**src/common/card_rx_pkg.sv**
```systemverilog
// Constants for the two-line card reader receiver
package card_rx_pkg;
  localparam int          CLK_MHZ       = 100;
  localparam int          CNT_W         = 8;
  localparam int          READERS       = 4;
  localparam int          SYNC_STAGES   = 3;
  localparam logic [2:0]  BIT_IDX_MSB   = 3'h7;
  localparam logic [7:0]  BYTE_ZERO     = 8'h00;
  localparam logic [7:0]  CNT_ONE       = 8'h01;
  localparam logic [1:0]  LINES_IDLE    = 2'h3;
  localparam logic [1:0]  SYNC_ZERO     = 2'h0;
  localparam logic [2:0]  SYNC_IDLE     = 3'h7;
  localparam logic [2:0]  SYNC_LOW      = 3'h0;
  localparam int          WD_PERIOD_NS  = 1000;
  localparam int          WD_CYCLES     = (WD_PERIOD_NS * CLK_MHZ) / 1000;
  localparam logic [15:0] WD_RELOAD     = 16'(WD_CYCLES - 1);
  localparam logic [15:0] WD_ZERO       = 16'h0000;
  typedef enum logic [1:0] {
    ST_IDLE = 2'b00,
    ST_WAIT = 2'b01,
    ST_DONE = 2'b10
  } rx_state_t;
endpackage

```
**src/verilog/card_rx.sv**
```systemverilog
// Two-line pulse-coded card reader receiver with output buffer
`timescale 1ns/1ps
module card_rx #(
  parameter int CNT_W = card_rx_pkg::CNT_W
) (
  input  wire logic             i_clk,
  input  wire logic             i_rst_n,
  input  wire logic             i_zero_n,
  input  wire logic             i_one_n,
  input  wire logic             i_timeout,
  input  wire logic             i_start,
  input  wire logic [CNT_W-1:0] i_bit_count,
  output logic                  o_busy,
  output logic                  o_done,
  output logic [CNT_W-1:0]      o_stored,
  output logic                  o_byte_valid,
  output logic [7:0]            o_byte,
  input  wire logic             i_byte_ready,
  output logic                  o_wd_kick
);
  import card_rx_pkg::*;

  typedef struct packed {
    logic [2:0]       s0;
    logic [2:0]       s1;
    logic [2:0]       st;
    rx_state_t        state;
    logic [CNT_W-1:0] target;
    logic [CNT_W-1:0] stored;
    logic [7:0]       shift;
    logic [2:0]       nbits;
    logic [7:0]       b0;
    logic [7:0]       b1;
    logic [1:0]       bcnt;
    logic             done;
    logic [15:0]      wd;
    logic             kick;
    logic             busy;
    logic             valid;
  } state_t;

  state_t st_r;
  state_t st_nxt;

  logic [7:0] shifted;
  logic [7:0] push_byte;
  logic       zero_fall;
  logic       one_fall;
  logic       zero_low;
  logic       one_low;
  logic       to_hi;
  logic       quiet;
  logic       one_act;
  logic       accept;
  logic       push;
  logic       pop;
  logic       room;
  logic       last;
  logic       got;
  logic       bitv;

  always_comb begin
    st_nxt = st_r;
    // Three stages, a fall is accepted while stage 2 is low and stage 3 is still high
    st_nxt.s0 = {st_r.s0[1:0], i_zero_n};
    st_nxt.s1 = {st_r.s1[1:0], i_one_n};
    st_nxt.st = {st_r.st[1:0], i_timeout};
    // Sampled every clock
    zero_low  = (st_r.s0[2:1] == SYNC_ZERO);
    one_low   = (st_r.s1[2:1] == SYNC_ZERO);
    zero_fall = (st_r.s0[2:1] == 2'b10);
    one_fall  = (st_r.s1[2:1] == 2'b10);
    to_hi     = (st_r.st[2:1] == 2'b11);
    quiet     = st_r.s0[1] && st_r.s1[1];
    one_act   = (st_r.s1[2:1] != LINES_IDLE);
    got       = zero_fall | one_fall;
    bitv      = one_fall;
    room      = (st_r.bcnt != 2'd2);
    accept    = (st_r.state == ST_WAIT) && got && room &&
                (st_r.stored != st_r.target);
    pop       = st_r.valid && i_byte_ready;
    push      = 1'b0;
    last      = 1'b0;
    shifted   = {st_r.shift[6:0], bitv};
    push_byte = shifted;
    st_nxt.done = 1'b0;
    st_nxt.kick = 1'b0;
    case (st_r.state)
      ST_IDLE: begin
        if (i_start) begin
          st_nxt.target = i_bit_count;
          st_nxt.stored = '0;
          st_nxt.shift  = BYTE_ZERO;
          st_nxt.nbits  = 3'h0;
          st_nxt.wd     = WD_RELOAD;
          if ({st_r.s1[2], st_r.s0[2]} == LINES_IDLE &&
              !zero_fall && !one_fall) begin
            st_nxt.done = 1'b1;
          end else if (i_bit_count == '0) begin
            st_nxt.done = 1'b1;
          end else begin
            // Pulse in flight is the first bit
            st_nxt.stored = CNT_ONE[CNT_W-1:0];
            st_nxt.shift  = {BYTE_ZERO[7:1], one_act};
            st_nxt.nbits  = 3'h1;
            st_nxt.state  = ST_WAIT;
          end
        end
      end
      ST_WAIT: begin
        if (st_r.wd == WD_ZERO) begin
          st_nxt.kick = 1'b1;
          st_nxt.wd   = WD_RELOAD;
        end else begin
          st_nxt.wd = st_r.wd - 16'h0001;
        end
        if (st_r.stored == st_r.target) begin
          // Request met by the first bit alone
          if (room) begin
            push         = 1'b1;
            push_byte    = st_r.shift;
            st_nxt.shift = BYTE_ZERO;
            st_nxt.nbits = 3'h0;
            st_nxt.state = ST_DONE;
          end
        end else if (accept) begin
          st_nxt.stored = st_r.stored + CNT_ONE[CNT_W-1:0];
          st_nxt.nbits  = st_r.nbits + 3'h1;
          st_nxt.shift  = shifted;
          last = (st_r.stored + CNT_ONE[CNT_W-1:0] == st_r.target);
          if (st_r.nbits == BIT_IDX_MSB || last) begin
            push         = 1'b1;
            st_nxt.shift = BYTE_ZERO;
            st_nxt.nbits = 3'h0;
          end
          if (last) begin
            st_nxt.state = ST_DONE;
          end
        end else if (to_hi && quiet) begin
          // Flush a partial byte before finishing
          if (st_r.nbits != 3'h0 && room) begin
            push         = 1'b1;
            push_byte    = st_r.shift;
            st_nxt.state = ST_DONE;
          end else if (st_r.nbits == 3'h0) begin
            st_nxt.state = ST_DONE;
          end
        end
      end
      ST_DONE: begin
        st_nxt.done  = 1'b1;
        st_nxt.state = ST_IDLE;
      end
      default: st_nxt.state = ST_IDLE;
    endcase
    // Two-entry output buffer
    if (pop) begin
      st_nxt.b0 = st_r.b1;
    end
    if (push && pop) begin
      if (st_r.bcnt == 2'd1) st_nxt.b0 = push_byte;
      else st_nxt.b1 = push_byte;
    end else if (push) begin
      if (st_r.bcnt == 2'd0) st_nxt.b0 = push_byte;
      else st_nxt.b1 = push_byte;
      st_nxt.bcnt = st_r.bcnt + 2'd1;
    end else if (pop) begin
      st_nxt.bcnt = st_r.bcnt - 2'd1;
    end
    // Registered copies for the outputs
    st_nxt.busy  = (st_nxt.state != ST_IDLE);
    st_nxt.valid = (st_nxt.bcnt != 2'd0);
  end

  always_ff @(posedge i_clk) begin
    if (!i_rst_n) begin
      st_r       <= '0;
      st_r.s0    <= SYNC_IDLE;
      st_r.s1    <= SYNC_IDLE;
      st_r.st    <= SYNC_LOW;
      st_r.state <= ST_IDLE;
    end else begin
      st_r <= st_nxt;
    end
  end

  assign o_busy       = st_r.busy;
  assign o_done       = st_r.done;
  assign o_stored     = st_r.stored;
  assign o_byte_valid = st_r.valid;
  assign o_byte       = st_r.b0;
  assign o_wd_kick    = st_r.kick;

  stored_limit_a: assert property (@(posedge i_clk) disable iff (!i_rst_n)
    o_busy |-> o_stored <= st_r.target)
    else $error("stored count above target");
  done_pulse_a: assert property (@(posedge i_clk) disable iff (!i_rst_n)
    o_done |=> !o_done)
    else $error("done longer than one cycle");
  idle_zero_a: assert property (@(posedge i_clk) disable iff (!i_rst_n)
    (st_r.state == ST_IDLE && i_start && st_r.s0[2] && st_r.s1[2] &&
     !zero_fall && !one_fall) |=> (o_done && o_stored == '0))
    else $error("idle start did not finish empty");
  bit_count_a: assert property (@(posedge i_clk) disable iff (!i_rst_n)
    accept |=>
      o_stored == $past(o_stored) + CNT_ONE[CNT_W-1:0])
    else $error("pulse not counted");
  one_value_a: assert property (@(posedge i_clk) disable iff (!i_rst_n)
    (accept && one_fall && !push) |=>
      st_r.shift[0])
    else $error("one pulse stored as zero");
  zero_value_a: assert property (@(posedge i_clk) disable iff (!i_rst_n)
    (accept && zero_fall && !push) |=>
      !st_r.shift[0])
    else $error("zero pulse stored as one");
  timeout_end_a: assert property (@(posedge i_clk) disable iff (!i_rst_n)
    (st_r.state == ST_WAIT && to_hi && !got && !zero_low && !one_low &&
     st_r.nbits == 3'h0) |=> ##1 o_done)
    else $error("timeout did not end reception");
  timeout_hold_a: assert property (@(posedge i_clk) disable iff (!i_rst_n)
    (st_r.state == ST_WAIT && (zero_low || one_low) && !got &&
     st_r.stored != st_r.target) |=>
      st_r.state == ST_WAIT)
    else $error("timeout acted during pulse");
  kick_wait_a: assert property (@(posedge i_clk) disable iff (!i_rst_n)
    o_wd_kick |-> $past(st_r.state) == ST_WAIT)
    else $error("kick outside wait");
  buf_bound_a: assert property (@(posedge i_clk) disable iff (!i_rst_n)
    st_r.bcnt <= 2'd2)
    else $error("buffer overfilled");

  rx_full_c: cover property (@(posedge i_clk) o_done && o_stored != '0);
  rx_idle_c: cover property (@(posedge i_clk)
    i_start && !o_busy ##1 o_done && o_stored == '0);
  buf_stall_c: cover property (@(posedge i_clk)
    st_r.bcnt == 2'd2 && !i_byte_ready);
  kick_c: cover property (@(posedge i_clk) o_wd_kick);
endmodule // card_rx

```
**config.mk**
```make
export PLATFORM = sky130hd
export DESIGN_NAME = card_rx
export DESIGN_NICKNAME = d
export VERILOG_FILES = /design/src/common/card_rx_pkg.sv /design/src/verilog/card_rx.sv
export SDC_FILE = /design/constraint.sdc
export NUM_CORES = 1
export LEC_CHECK = 0
export BUFFER_PORTS_ARGS = -buffer_cell sky130_fd_sc_hd__clkbuf_2
export CAP_MARGIN = 0
export CORE_AREA = 2 2 129 131
export DETAILED_ROUTE_END_ITERATION = 10
export DIE_AREA = 0 0 131 133
export PLACE_DENSITY = 0.37
export SKIP_CTS_REPAIR_TIMING = 1
export SLEW_MARGIN = 20
export SYNTH_ARGS = -nofsm -noshare
export SYNTH_HDL_FRONTEND = slang
export SYNTH_SLANG_ARGS = --single-unit
```
**constraint.sdc**
```tcl
create_clock -name i_clk -period 3.01 [get_ports i_clk]
set_input_delay 0.1505 -clock i_clk [delete_from_list [all_inputs] [get_ports i_clk]]
set_output_delay 0.1505 -clock i_clk [all_outputs]
set_load 0.005 [all_outputs]
```
==> results of run 1 <==
==> registers in the layout (all words and copies together) (netlist names) <==
register      flops
st_r             43
o_done            1
st_nxt            6
o_busy            1
o_wd_kick         1
o_byte            8
o_stored          8
o_byte_valid      1
shifted           7
==> worst max-delay path by stage <==
stage	from	end	slack (ns)	cells past startpoint
after global routing	o_stored[0]$_SDFFE_PN0P_	st_r[21]$_SDFF_PN0_	0.07	9
after detailed placement	o_stored[0]$_SDFFE_PN0P_	st_r[21]$_SDFF_PN0_	0.28	9
after global placement	o_stored[0]$_SDFFE_PN0P_	st_r[21]$_SDFF_PN0_	0.35	8
final	o_stored[0]$_SDFFE_PN0P_	st_r[21]$_SDFF_PN0_	0.27	9
after CTS	o_stored[0]$_SDFFE_PN0P_	st_r[21]$_SDFF_PN0_	0.27	9
after floorplan	o_stored[0]$_SDFFE_PN0P_	st_r[21]$_SDFF_PN0_	0.53	9
==> cells in the mapped netlist (6+ instances only) <==
cell type and count:
xnor2_1 7, buf_4 16, ha_1 9, mux2_2 8
inv_1 14, a21oi_1 20, and2_1 6, o21ai_0 22
nand3_1 13, nand2_1 33, clkbuf_1 19, nor2_1 51
mux2i_1 19, xor2_1 11, nand4_1 7, dfxtp_1 76
a31oi_1 7, nand2b_1 10, o31ai_1 10, nor3_1 14
or3_1 12, a22oi_1 10
==> power by group through the flow <==
stage / clock network, mW / registers, mW / logic [mW]
final: 1.11 / 1.09 / 0.412
after global routing: 1.19 / 1.09 / 0.466
after CTS: 1.15 / 1.09 / 0.417
after detailed placement: 0 / 1.11 / 0.415
after global placement: 0 / 1.11 / 0.414
after floorplan: 0 / 1.10 / 0.303
==> worst register-to-register path, cell delays in order, from the launching register on <==
cell,delay [ns]
dfxtp_1,0.50
ha_1,0.40
nand2b_1,0.12
o211ai_1,0.18
a31oi_1,0.11
a211o_1,0.28
o211ai_2,0.29
nand2_4,0.17
maj3_1,0.36
o221a_2,0.24
==> per-stage QoR <==
step / util, % / cell area (um2) / power [mW] / cells / worst slack (ns)
4_1_cts: 28.0 / 4530 / 2.65 / 700 / 0.269
3_3_place_gp: 26.1 / 4230 / 1.52 / 684 / 0.351
6_report: 28.0 / 4530 / 2.61 / 700 / 0.273
5_1_grt: 28.0 / 4530 / 2.75 / 700 / 0.0704
2_1_floorplan: - / 3920 / 1.40 / 459 / 0.533
3_5_place_dp: 26.1 / 4230 / 1.52 / 684 / 0.275
==> area by class of cell <==
type	instances	area, um2
clock buffer	9	225
clock inverter	7	75.1
fill	1752	11600
inverter	14	52.6
multi-input combinational	328	2120
sequential	76	1520
tap	220	275
timing repair buffer	46	260
==> logic make-up (layout without fill, tap and decap cells) <==
group / count (synthesis) / in the layout / share of synthesized area (%)
AO/OA/AOI/OAI: 98 / 98 / 17.0
XOR/XNOR: 18 / 18 / 4.02
adder cells (fa/ha/maj): 10 / 10 / 3.13
buffers and inverters: 55 / 76 / 7.12
flip-flops: 76 / 76 / 38.8
multiplexers: 27 / 27 / 7.15
AND/OR/NAND/NOR: 175 / 175 / 22.7
==> routing by layer <==
| layer | vias up | wire length, um | track usage [%] |
|---|---|---|---|
| li1 | 1661 | - | - |
| met1 | 1525 | 4710 | 15.8 |
| met2 | 56 | 4510 | 18.3 |
| met3 | 12 | 320 | 2.14 |
| met4 | 0 | 213 | 5.67 |
| met5 | - | 0 | 0 |
==> results.cfg, run 1 <==
[logic_synthesis]
syn_inst = 459
yosysTopAreaCell = dfxtp_1
ys_async_sr_fraction_pct = 0
netlist_area_um2 = 3920
synthTopCellsByArea = dfxtp_1 39%, nor2_1 4.9%, mux2i_1 4.9%
seq_area_frac_synth_pct = 38.8
syn_nets = 483
ys.flop_type = dfxtp_1
synth_top_area_share_pct = 38.8
synth_edf_count = 0
yosysUniqueCellTypes = 59
avgSynthCellArea_um2 = 8.53
yosys_warnings = 0
ys_ff_latch = 76

[drt]
wire_per_inst_um = 13.9
vias = 3254
wl_um = 9760
viasPerCell = 4.65
antenna_left = 0
drt_iter0_drc = 239
drtPass1Iterations = 4
post-route-drc-count = 0

[setup_path]
r2r_start = o_stored[0]$_SDFFE_PN0P_
cpMaxStageDelayCell = dfxtp_1
arrival_ns = 2.98
r2r_slack_ns = 0.27
r2r-end = st_r[21]$_SDFF_PN0_
cp-start-kind = register
path_class = register to register
r2r_cells = 9
path_cells = ha_1 -> nand2b_1 -> o211ai_1 -> a31oi_1 -> a211o_1 -> o211ai_2 -> nand2_4 -> maj3_1 -> o221a_2
endpoint_kind = register
cp_num_buf_inv = 0
crit_fanout = 14
cp.required_ns = 3.25
critical_path.max_stage_delay_ns = 0.50
critical-path-top-delay-family = compound AO/OA/AOI/OAI gates

[sta]
fin_hold_ws_ns = -0.0136
rsz0062_at_grt = no
finClkSkew_ns = 0.00638
hold_violations = 2
setup_viol = 0
max_clock_freq_ghz = 0.365
tns_ns = 0
min_period_ns = 2.74
worst_pin_slew_ns = 0.770
relSlewSlack_pct = 48.1
period_share_pct = 90.9
drv_slew = 0

[hold_path]
hold_class = input port to register
whs_endpoint = st_nxt[74]$_SDFF_PN1_
min_from = i_zero_n
hold_depth = 2

[power_and_ir_drop]
power_frac_seq_pct = 41.7
p_clk_share_pct = 42.5
p_leak_nw = 1.77
irDropWorstVdd_mv = 0.238
p_int_mw = 1.85
p_sw_mw = 0.755
p_sw_share_pct = 28.9
p_per_area_nw_per_um2 = 576
combPwrFrac_pct = 15.8

[final_layout]
drive_gt1_share_pct = 17.3
layout.nets = 499
area_growth_pct = 15.6
antenna_cells = 0
layout_commonest_cell = dfxtp_1
final_cell_mix = 76 x dfxtp_1, 51 x nor2_1, 34 x clkbuf_2, 33 x nand2_1, 22 x o21ai_0

[placed_design]
numPortBuffers = 34
dp_hpwl_um = 6810
globalplace.congestion = 0.770

[clocking]
clock_sinks = 76
clockBufferDepth = 2
cts-buffers-inserted = 9
insertion_delay_ns = 0.35
cts_tree = done
path_clk_slew_ns = 0.06
htree_levels = 3
root_buffer = clkbuf_16

[floorplan]
start_util_pct = 24.2
die-area_um2 = 17400
die_height_um = 133
rows = 47
die_x_um = 131
coreArea_um2 = 16200
ios = 35

[flow_run]
drv_cap = 0

[global_routing]
first_global_vias = 3066
grt_pass1_wl_um = 16000
grt_max_degree = 27
antenna_found_initial = 0
grt_overflow = 0
grt_usage_pct = 11.9

[status]
violations = negative hold slack
run_status = complete, but fails checks
No activity file was read; power rests on OpenSTA's default activity.
==> run 2, diff against run 1 <==
--- a/config.mk
+++ b/config.mk
@@ -7,10 +7,10 @@
 export LEC_CHECK = 0
 export BUFFER_PORTS_ARGS = -buffer_cell sky130_fd_sc_hd__clkbuf_2
 export CAP_MARGIN = 0
-export CORE_AREA = 2 2 129 131
+export CORE_AREA = 2 2 85 87
 export DETAILED_ROUTE_END_ITERATION = 10
-export DIE_AREA = 0 0 131 133
-export PLACE_DENSITY = 0.37
+export DIE_AREA = 0 0 87 89
+export PLACE_DENSITY = 0.74
 export SKIP_CTS_REPAIR_TIMING = 1
 export SLEW_MARGIN = 20
 export SYNTH_ARGS = -nofsm -noshare
==> run 2 against run 1 <==
The flow now finishes without violations. Core utilization increased by 35 points. Clock skew increased by 0.0048 ns. Setup slack got worse by 0.017 ns. First-iteration DRC count fell by 12%. Routed wire length decreased by 19%. Final cell count decreased by 20%. Sequential share of layout area increased by 2.3 points. Critical path type unchanged. Combinational power fell by 4%.
==> results.cfg, run 2 (synthesis results as in run 1) <==
[status]
run_status = complete, no violations

[setup_path]
path_cells = xor2_1 -> nor4_2 -> nand4_2 -> a211o_1 -> o211ai_2 -> nand2_4 -> maj3_1 -> o221a_2
endpoint_kind = register
cp.required_ns = 3.25
arrival_ns = 2.99
cpMaxStageDelayCell = dfxtp_1
path_class = register to register
cp-start-kind = register
critical-path-top-delay-family = compound AO/OA/AOI/OAI gates
crit_fanout = 14
cp_num_buf_inv = 0
critical_path.max_stage_delay_ns = 0.57

[global_routing]
first_global_vias = 2832
grt_pass1_wl_um = 13100
grt_max_degree = 30
antenna_found_initial = 0
grt_usage_pct = 21.4
grt_overflow = 0

[final_layout]
area_growth_pct = 8.24
layout.nets = 497
stdcell_count = 558
largest_register_ffs = 43
final_cell_mix = 76 x dfxtp_1, 51 x nor2_1, 34 x clkbuf_2, 33 x nand2_1, 21 x o21ai_0
antenna_cells = 0
layout_commonest_cell = dfxtp_1
regMostFlops = st_r
fill_cells = 588
drive_gt1_share_pct = 16.7

[sta]
drv_slew = 0
worst_pin_slew_ns = 0.884
min_period_ns = 2.75
period_share_pct = 91.5
tns_ns = 0
max_clock_freq_ghz = 0.363
rsz0062_at_grt = no
setup_viol = 0
finClkSkew_ns = 0.0112
hold_violations = 0
relSlewSlack_pct = 40.8

[clocking]
htree_levels = 3
clockBufferDepth = 2
clock_sinks = 76
insertion_delay_ns = 0.35
cts_tree = done
cts-buffers-inserted = 9
root_buffer = clkbuf_8
path_clk_slew_ns = 0.08

[placed_design]
globalplace.congestion = 0.896
dp.cells = 540
dp_hpwl_um = 5450
numPortBuffers = 34

[power_and_ir_drop]
p_clk_share_pct = 33.9
p_sw_mw = 0.657
combPwrFrac_pct = 17.7
p_per_area_nw_per_um2 = 529
p_sw_share_pct = 29.3
p_int_mw = 1.59
p_leak_nw = 1.71
power_frac_seq_pct = 48.4
irDropWorstVdd_mv = 0.320

[flow_run]
drv_cap = 0

[floorplan]
die_x_um = 87
coreArea_um2 = 6720
ios = 35
die_height_um = 89
die-area_um2 = 7740
start_util_pct = 58.3
rows = 30

[drt]
wire_per_inst_um = 14.2
viasPerCell = 5.73
antenna_left = 0
vias = 3200
wl_um = 7900
post-route-drc-count = 0
drt_iter0_drc = 210
drtPass1Iterations = 4

[hold_path]
hold_class = input port to register
## run 2: cell count changes in the layout (fill, tap and decap cells not counted), moves of 2 or more
cell	before	now
clkbuf_16	9	0
clkbuf_8	0	9
buf_4	12	8
dlygate4sd3_1	0	2
## run 2: layout make-up
cell class / count / area (um2) / area share (%)
Multi-Input combinational cell: 328 / 2120 / 50.1
Timing Repair Buffer: 44 / 250 / 5.90
Sequential cell: 76 / 1520 / 35.9
Inverter: 14 / 52.6 / 1.24
Tap cell: 80 / 100 / 2.36
Clock buffer: 10 / 128 / 3.01
Clock inverter: 6 / 63.8 / 1.50
## run 2: path summary, 6_finish.rpt
path / startpoint / to / slack, ns / depth (start not counted)
worst max-delay path: o_stored[2]$_SDFFE_PN0P_ / st_r[21]$_SDFF_PN0_ / 0.26 / 8
worst min-delay path: i_timeout / st_nxt[68]$_SDFF_PN0_ / 0.003 / 2
worst max register to register: o_stored[2]$_SDFFE_PN0P_ / st_r[21]$_SDFF_PN0_ / 0.26 / 8
worst min register to register: st_nxt[71]$_SDFF_PN1_ / st_nxt[72]$_SDFF_PN1_ / 0.41 / 1
## run 2: metrics by stage
stage / total power [mW] / worst slack [ns] / utilization (%) / hold slack [ns] / cell area [um2]
after floorplan: 1.40 / 0.533 / - / 0.252 / 3920
after global placement: 1.49 / 0.340 / 59.9 / 0.336 / 4020
after detailed placement: 1.49 / 0.277 / 59.9 / 0.334 / 4020
after CTS: 2.25 / 0.202 / 62.7 / -0.0335 / 4210
after global routing: 2.35 / 0.0533 / 63.1 / 0.0285 / 4240
final: 2.24 / 0.256 / 63.1 / 0.00284 / 4240
## run 2: worst register-to-register path, stage by stage (launching register included)
cell,delay [ns]
dfxtp_1,0.57
xor2_1,0.13
nor4_2,0.32
nand4_2,0.27
a211o_1,0.41
o211ai_2,0.16
nand2_4,0.17
maj3_1,0.36
o221a_2,0.25
## run 2: power by group through the flow
stage	Sequential [mW]	Combinational, mW	Clock (mW)
6_report	1.09	0.397	0.762
5_1_grt	1.09	0.447	0.815
4_1_cts	1.08	0.394	0.775
3_5_place_dp	1.11	0.386	0
3_3_place_gp	1.11	0.382	0
2_1_floorplan	1.10	0.303	0
## run 2: per-layer routing
| layer | vias up | routed length (um) | GRT usage [%] |
|---|---|---|---|
| li1 | 1650 | - | - |
| met1 | 1480 | 3870 | 28.0 |
| met2 | 58 | 3660 | 35.0 |
| met3 | 12 | 230 | 3.23 |
| met4 | 0 | 140 | 9.66 |
| met5 | - | 0 | 0 |
==> run 3, diff against run 2 <==
--- a/config.mk
+++ b/config.mk
@@ -7,10 +7,10 @@
 export LEC_CHECK = 0
 export BUFFER_PORTS_ARGS = -buffer_cell sky130_fd_sc_hd__clkbuf_2
 export CAP_MARGIN = 0
-export CORE_AREA = 2 2 85 87
+export CORE_AREA = 2 2 97 99
 export DETAILED_ROUTE_END_ITERATION = 10
-export DIE_AREA = 0 0 87 89
-export PLACE_DENSITY = 0.74
+export DIE_AREA = 0 0 99 101
+export PLACE_DENSITY = 0.59
 export SKIP_CTS_REPAIR_TIMING = 1
 export SLEW_MARGIN = 20
 export SYNTH_ARGS = -nofsm -noshare
==> run 3 against run 2 <==
Sequential cell count unchanged. Final area rose by 2.3%. Worst hold slack got worse by 0.00082 ns. Critical path type unchanged. Critical endpoint unchanged. Largest cell class unchanged.
==> results.cfg, run 3 (synthesis results as in run 1) <==
[status]
run_status = complete, no violations

[power_and_ir_drop]
p_per_area_nw_per_um2 = 559
p_leak_nw = 1.75
irDropWorstVdd_mv = 0.266

[global_routing]
grt_usage_pct = 17.4
grt_max_degree = 30
grt_pass1_wl_um = 14100
grt_overflow = 0
first_global_vias = 2952
antenna_found_initial = 0

[placed_design]
globalplace.congestion = 0.849
placed_cell_area_um2 = 4080
dp_hpwl_um = 5860
numPortBuffers = 34

[drt]
drtPass1Iterations = 6
wl_um = 8380
vias = 3201
viasPerCell = 5.43
wire_per_inst_um = 14.2
antenna_left = 0
drt_iter0_drc = 135
post-route-drc-count = 0

[floorplan]
die_height_um = 101
die_x_um = 99
start_util_pct = 43.6
coreArea_um2 = 8980
ios = 35
rows = 35
die-area_um2 = 10000

[sta]
min_period_ns = 2.72
tns_ns = 0
drv_slew = 0
relSlewSlack_pct = 35.1
max_clock_freq_ghz = 0.368
hold_violations = 0
setup_viol = 0
finClkSkew_ns = 0.0130
rsz0062_at_grt = no
period_share_pct = 90.3
worst_pin_slew_ns = 0.971

[final_layout]
drive_gt1_share_pct = 16.9
layout.nets = 499
regMostFlops = st_r
area_growth_pct = 10.7
largest_register_ffs = 43
final_design_area_no_fill_um2 = 4340
antenna_cells = 0
fin_util_pct = 48.3
layout_commonest_cell = dfxtp_1
final_cell_mix = 76 x dfxtp_1, 51 x nor2_1, 34 x clkbuf_2, 33 x nand2_1, 22 x o21ai_0

[clocking]
root_buffer = clkbuf_8
clockBufferDepth = 2
insertion_delay_ns = 0.35
clock_sinks = 76
htree_levels = 3
path_clk_slew_ns = 0.08
cts-buffers-inserted = 9
cts_tree = done

[setup_path]
cp-start-kind = register
endpoint_kind = register
arrival_ns = 2.96
cp_num_buf_inv = 0
path_cells = ha_1 -> or4_1 -> a21boi_0 -> o21bai_1 -> o211ai_2 -> nand2_4 -> maj3_1 -> o221a_2
critical_path.max_stage_delay_ns = 0.51
crit_fanout = 14
path_class = register to register
critical-path-top-delay-family = compound AO/OA/AOI/OAI gates
cp.required_ns = 3.26
cpMaxStageDelayCell = or4_1

[flow_run]
drv_cap = 0

[hold_path]
hold_class = input port to register
## run 3: power breakdown
part / switching, mW / leakage [nW] / total, mW / internal (mW)
Combinational: 0.243 / 1.02 / 0.405 / 0.161
Sequential: 0.0394 / 0.618 / 1.08 / 1.05
Clock: 0.387 / 0.120 / 0.937 / 0.549
Total: 0.670 / 1.75 / 2.43 / 1.76
## run 3: path summary, 6_finish.rpt
check	from	endpoint	slack, ns	cells past startpoint
max	o_stored[0]$_SDFFE_PN0P_	st_r[21]$_SDFF_PN0_	0.29	8
min	i_timeout	st_nxt[68]$_SDFF_PN0_	0.002	2
max reg2reg	o_stored[0]$_SDFFE_PN0P_	st_r[21]$_SDFF_PN0_	0.29	8
min reg2reg	st_nxt[71]$_SDFF_PN1_	st_nxt[72]$_SDFF_PN1_	0.41	1
## run 3: area by class of cell
class / instances / area, um2
clock inverter: 6 / 113
timing repair buffer: 46 / 265
multi-input combinational: 328 / 2120
inverter: 14 / 52.6
sequential: 76 / 1520
tap: 111 / 139
fill: 890 / 4640
clock buffer: 9 / 124
## run 3: metal layers
layer / track usage (%) / vias to the layer above / part of all wire (%)
li1: - / 1655 / -
met1: 23.9 / 1470 / 50
met2: 26.8 / 62 / 44
met3: 2.77 / 14 / 3.5
met4: 8.22 / 0 / 2.1
met5: 0 / - / 0
## run 3: per-stage QoR
| step | cells | total power, mW | worst slack (ns) | hold slack (ns) |
|---|---|---|---|---|
| after floorplan | 459 | 1.40 | 0.533 | 0.252 |
| after global placement | 573 | 1.50 | 0.397 | 0.339 |
| after detailed placement | 573 | 1.51 | 0.282 | 0.337 |
| after CTS | 588 | 2.44 | 0.289 | -0.0361 |
| after global routing | 590 | 2.54 | 0.0803 | 0.00634 |
| final | 590 | 2.43 | 0.292 | 0.00202 |
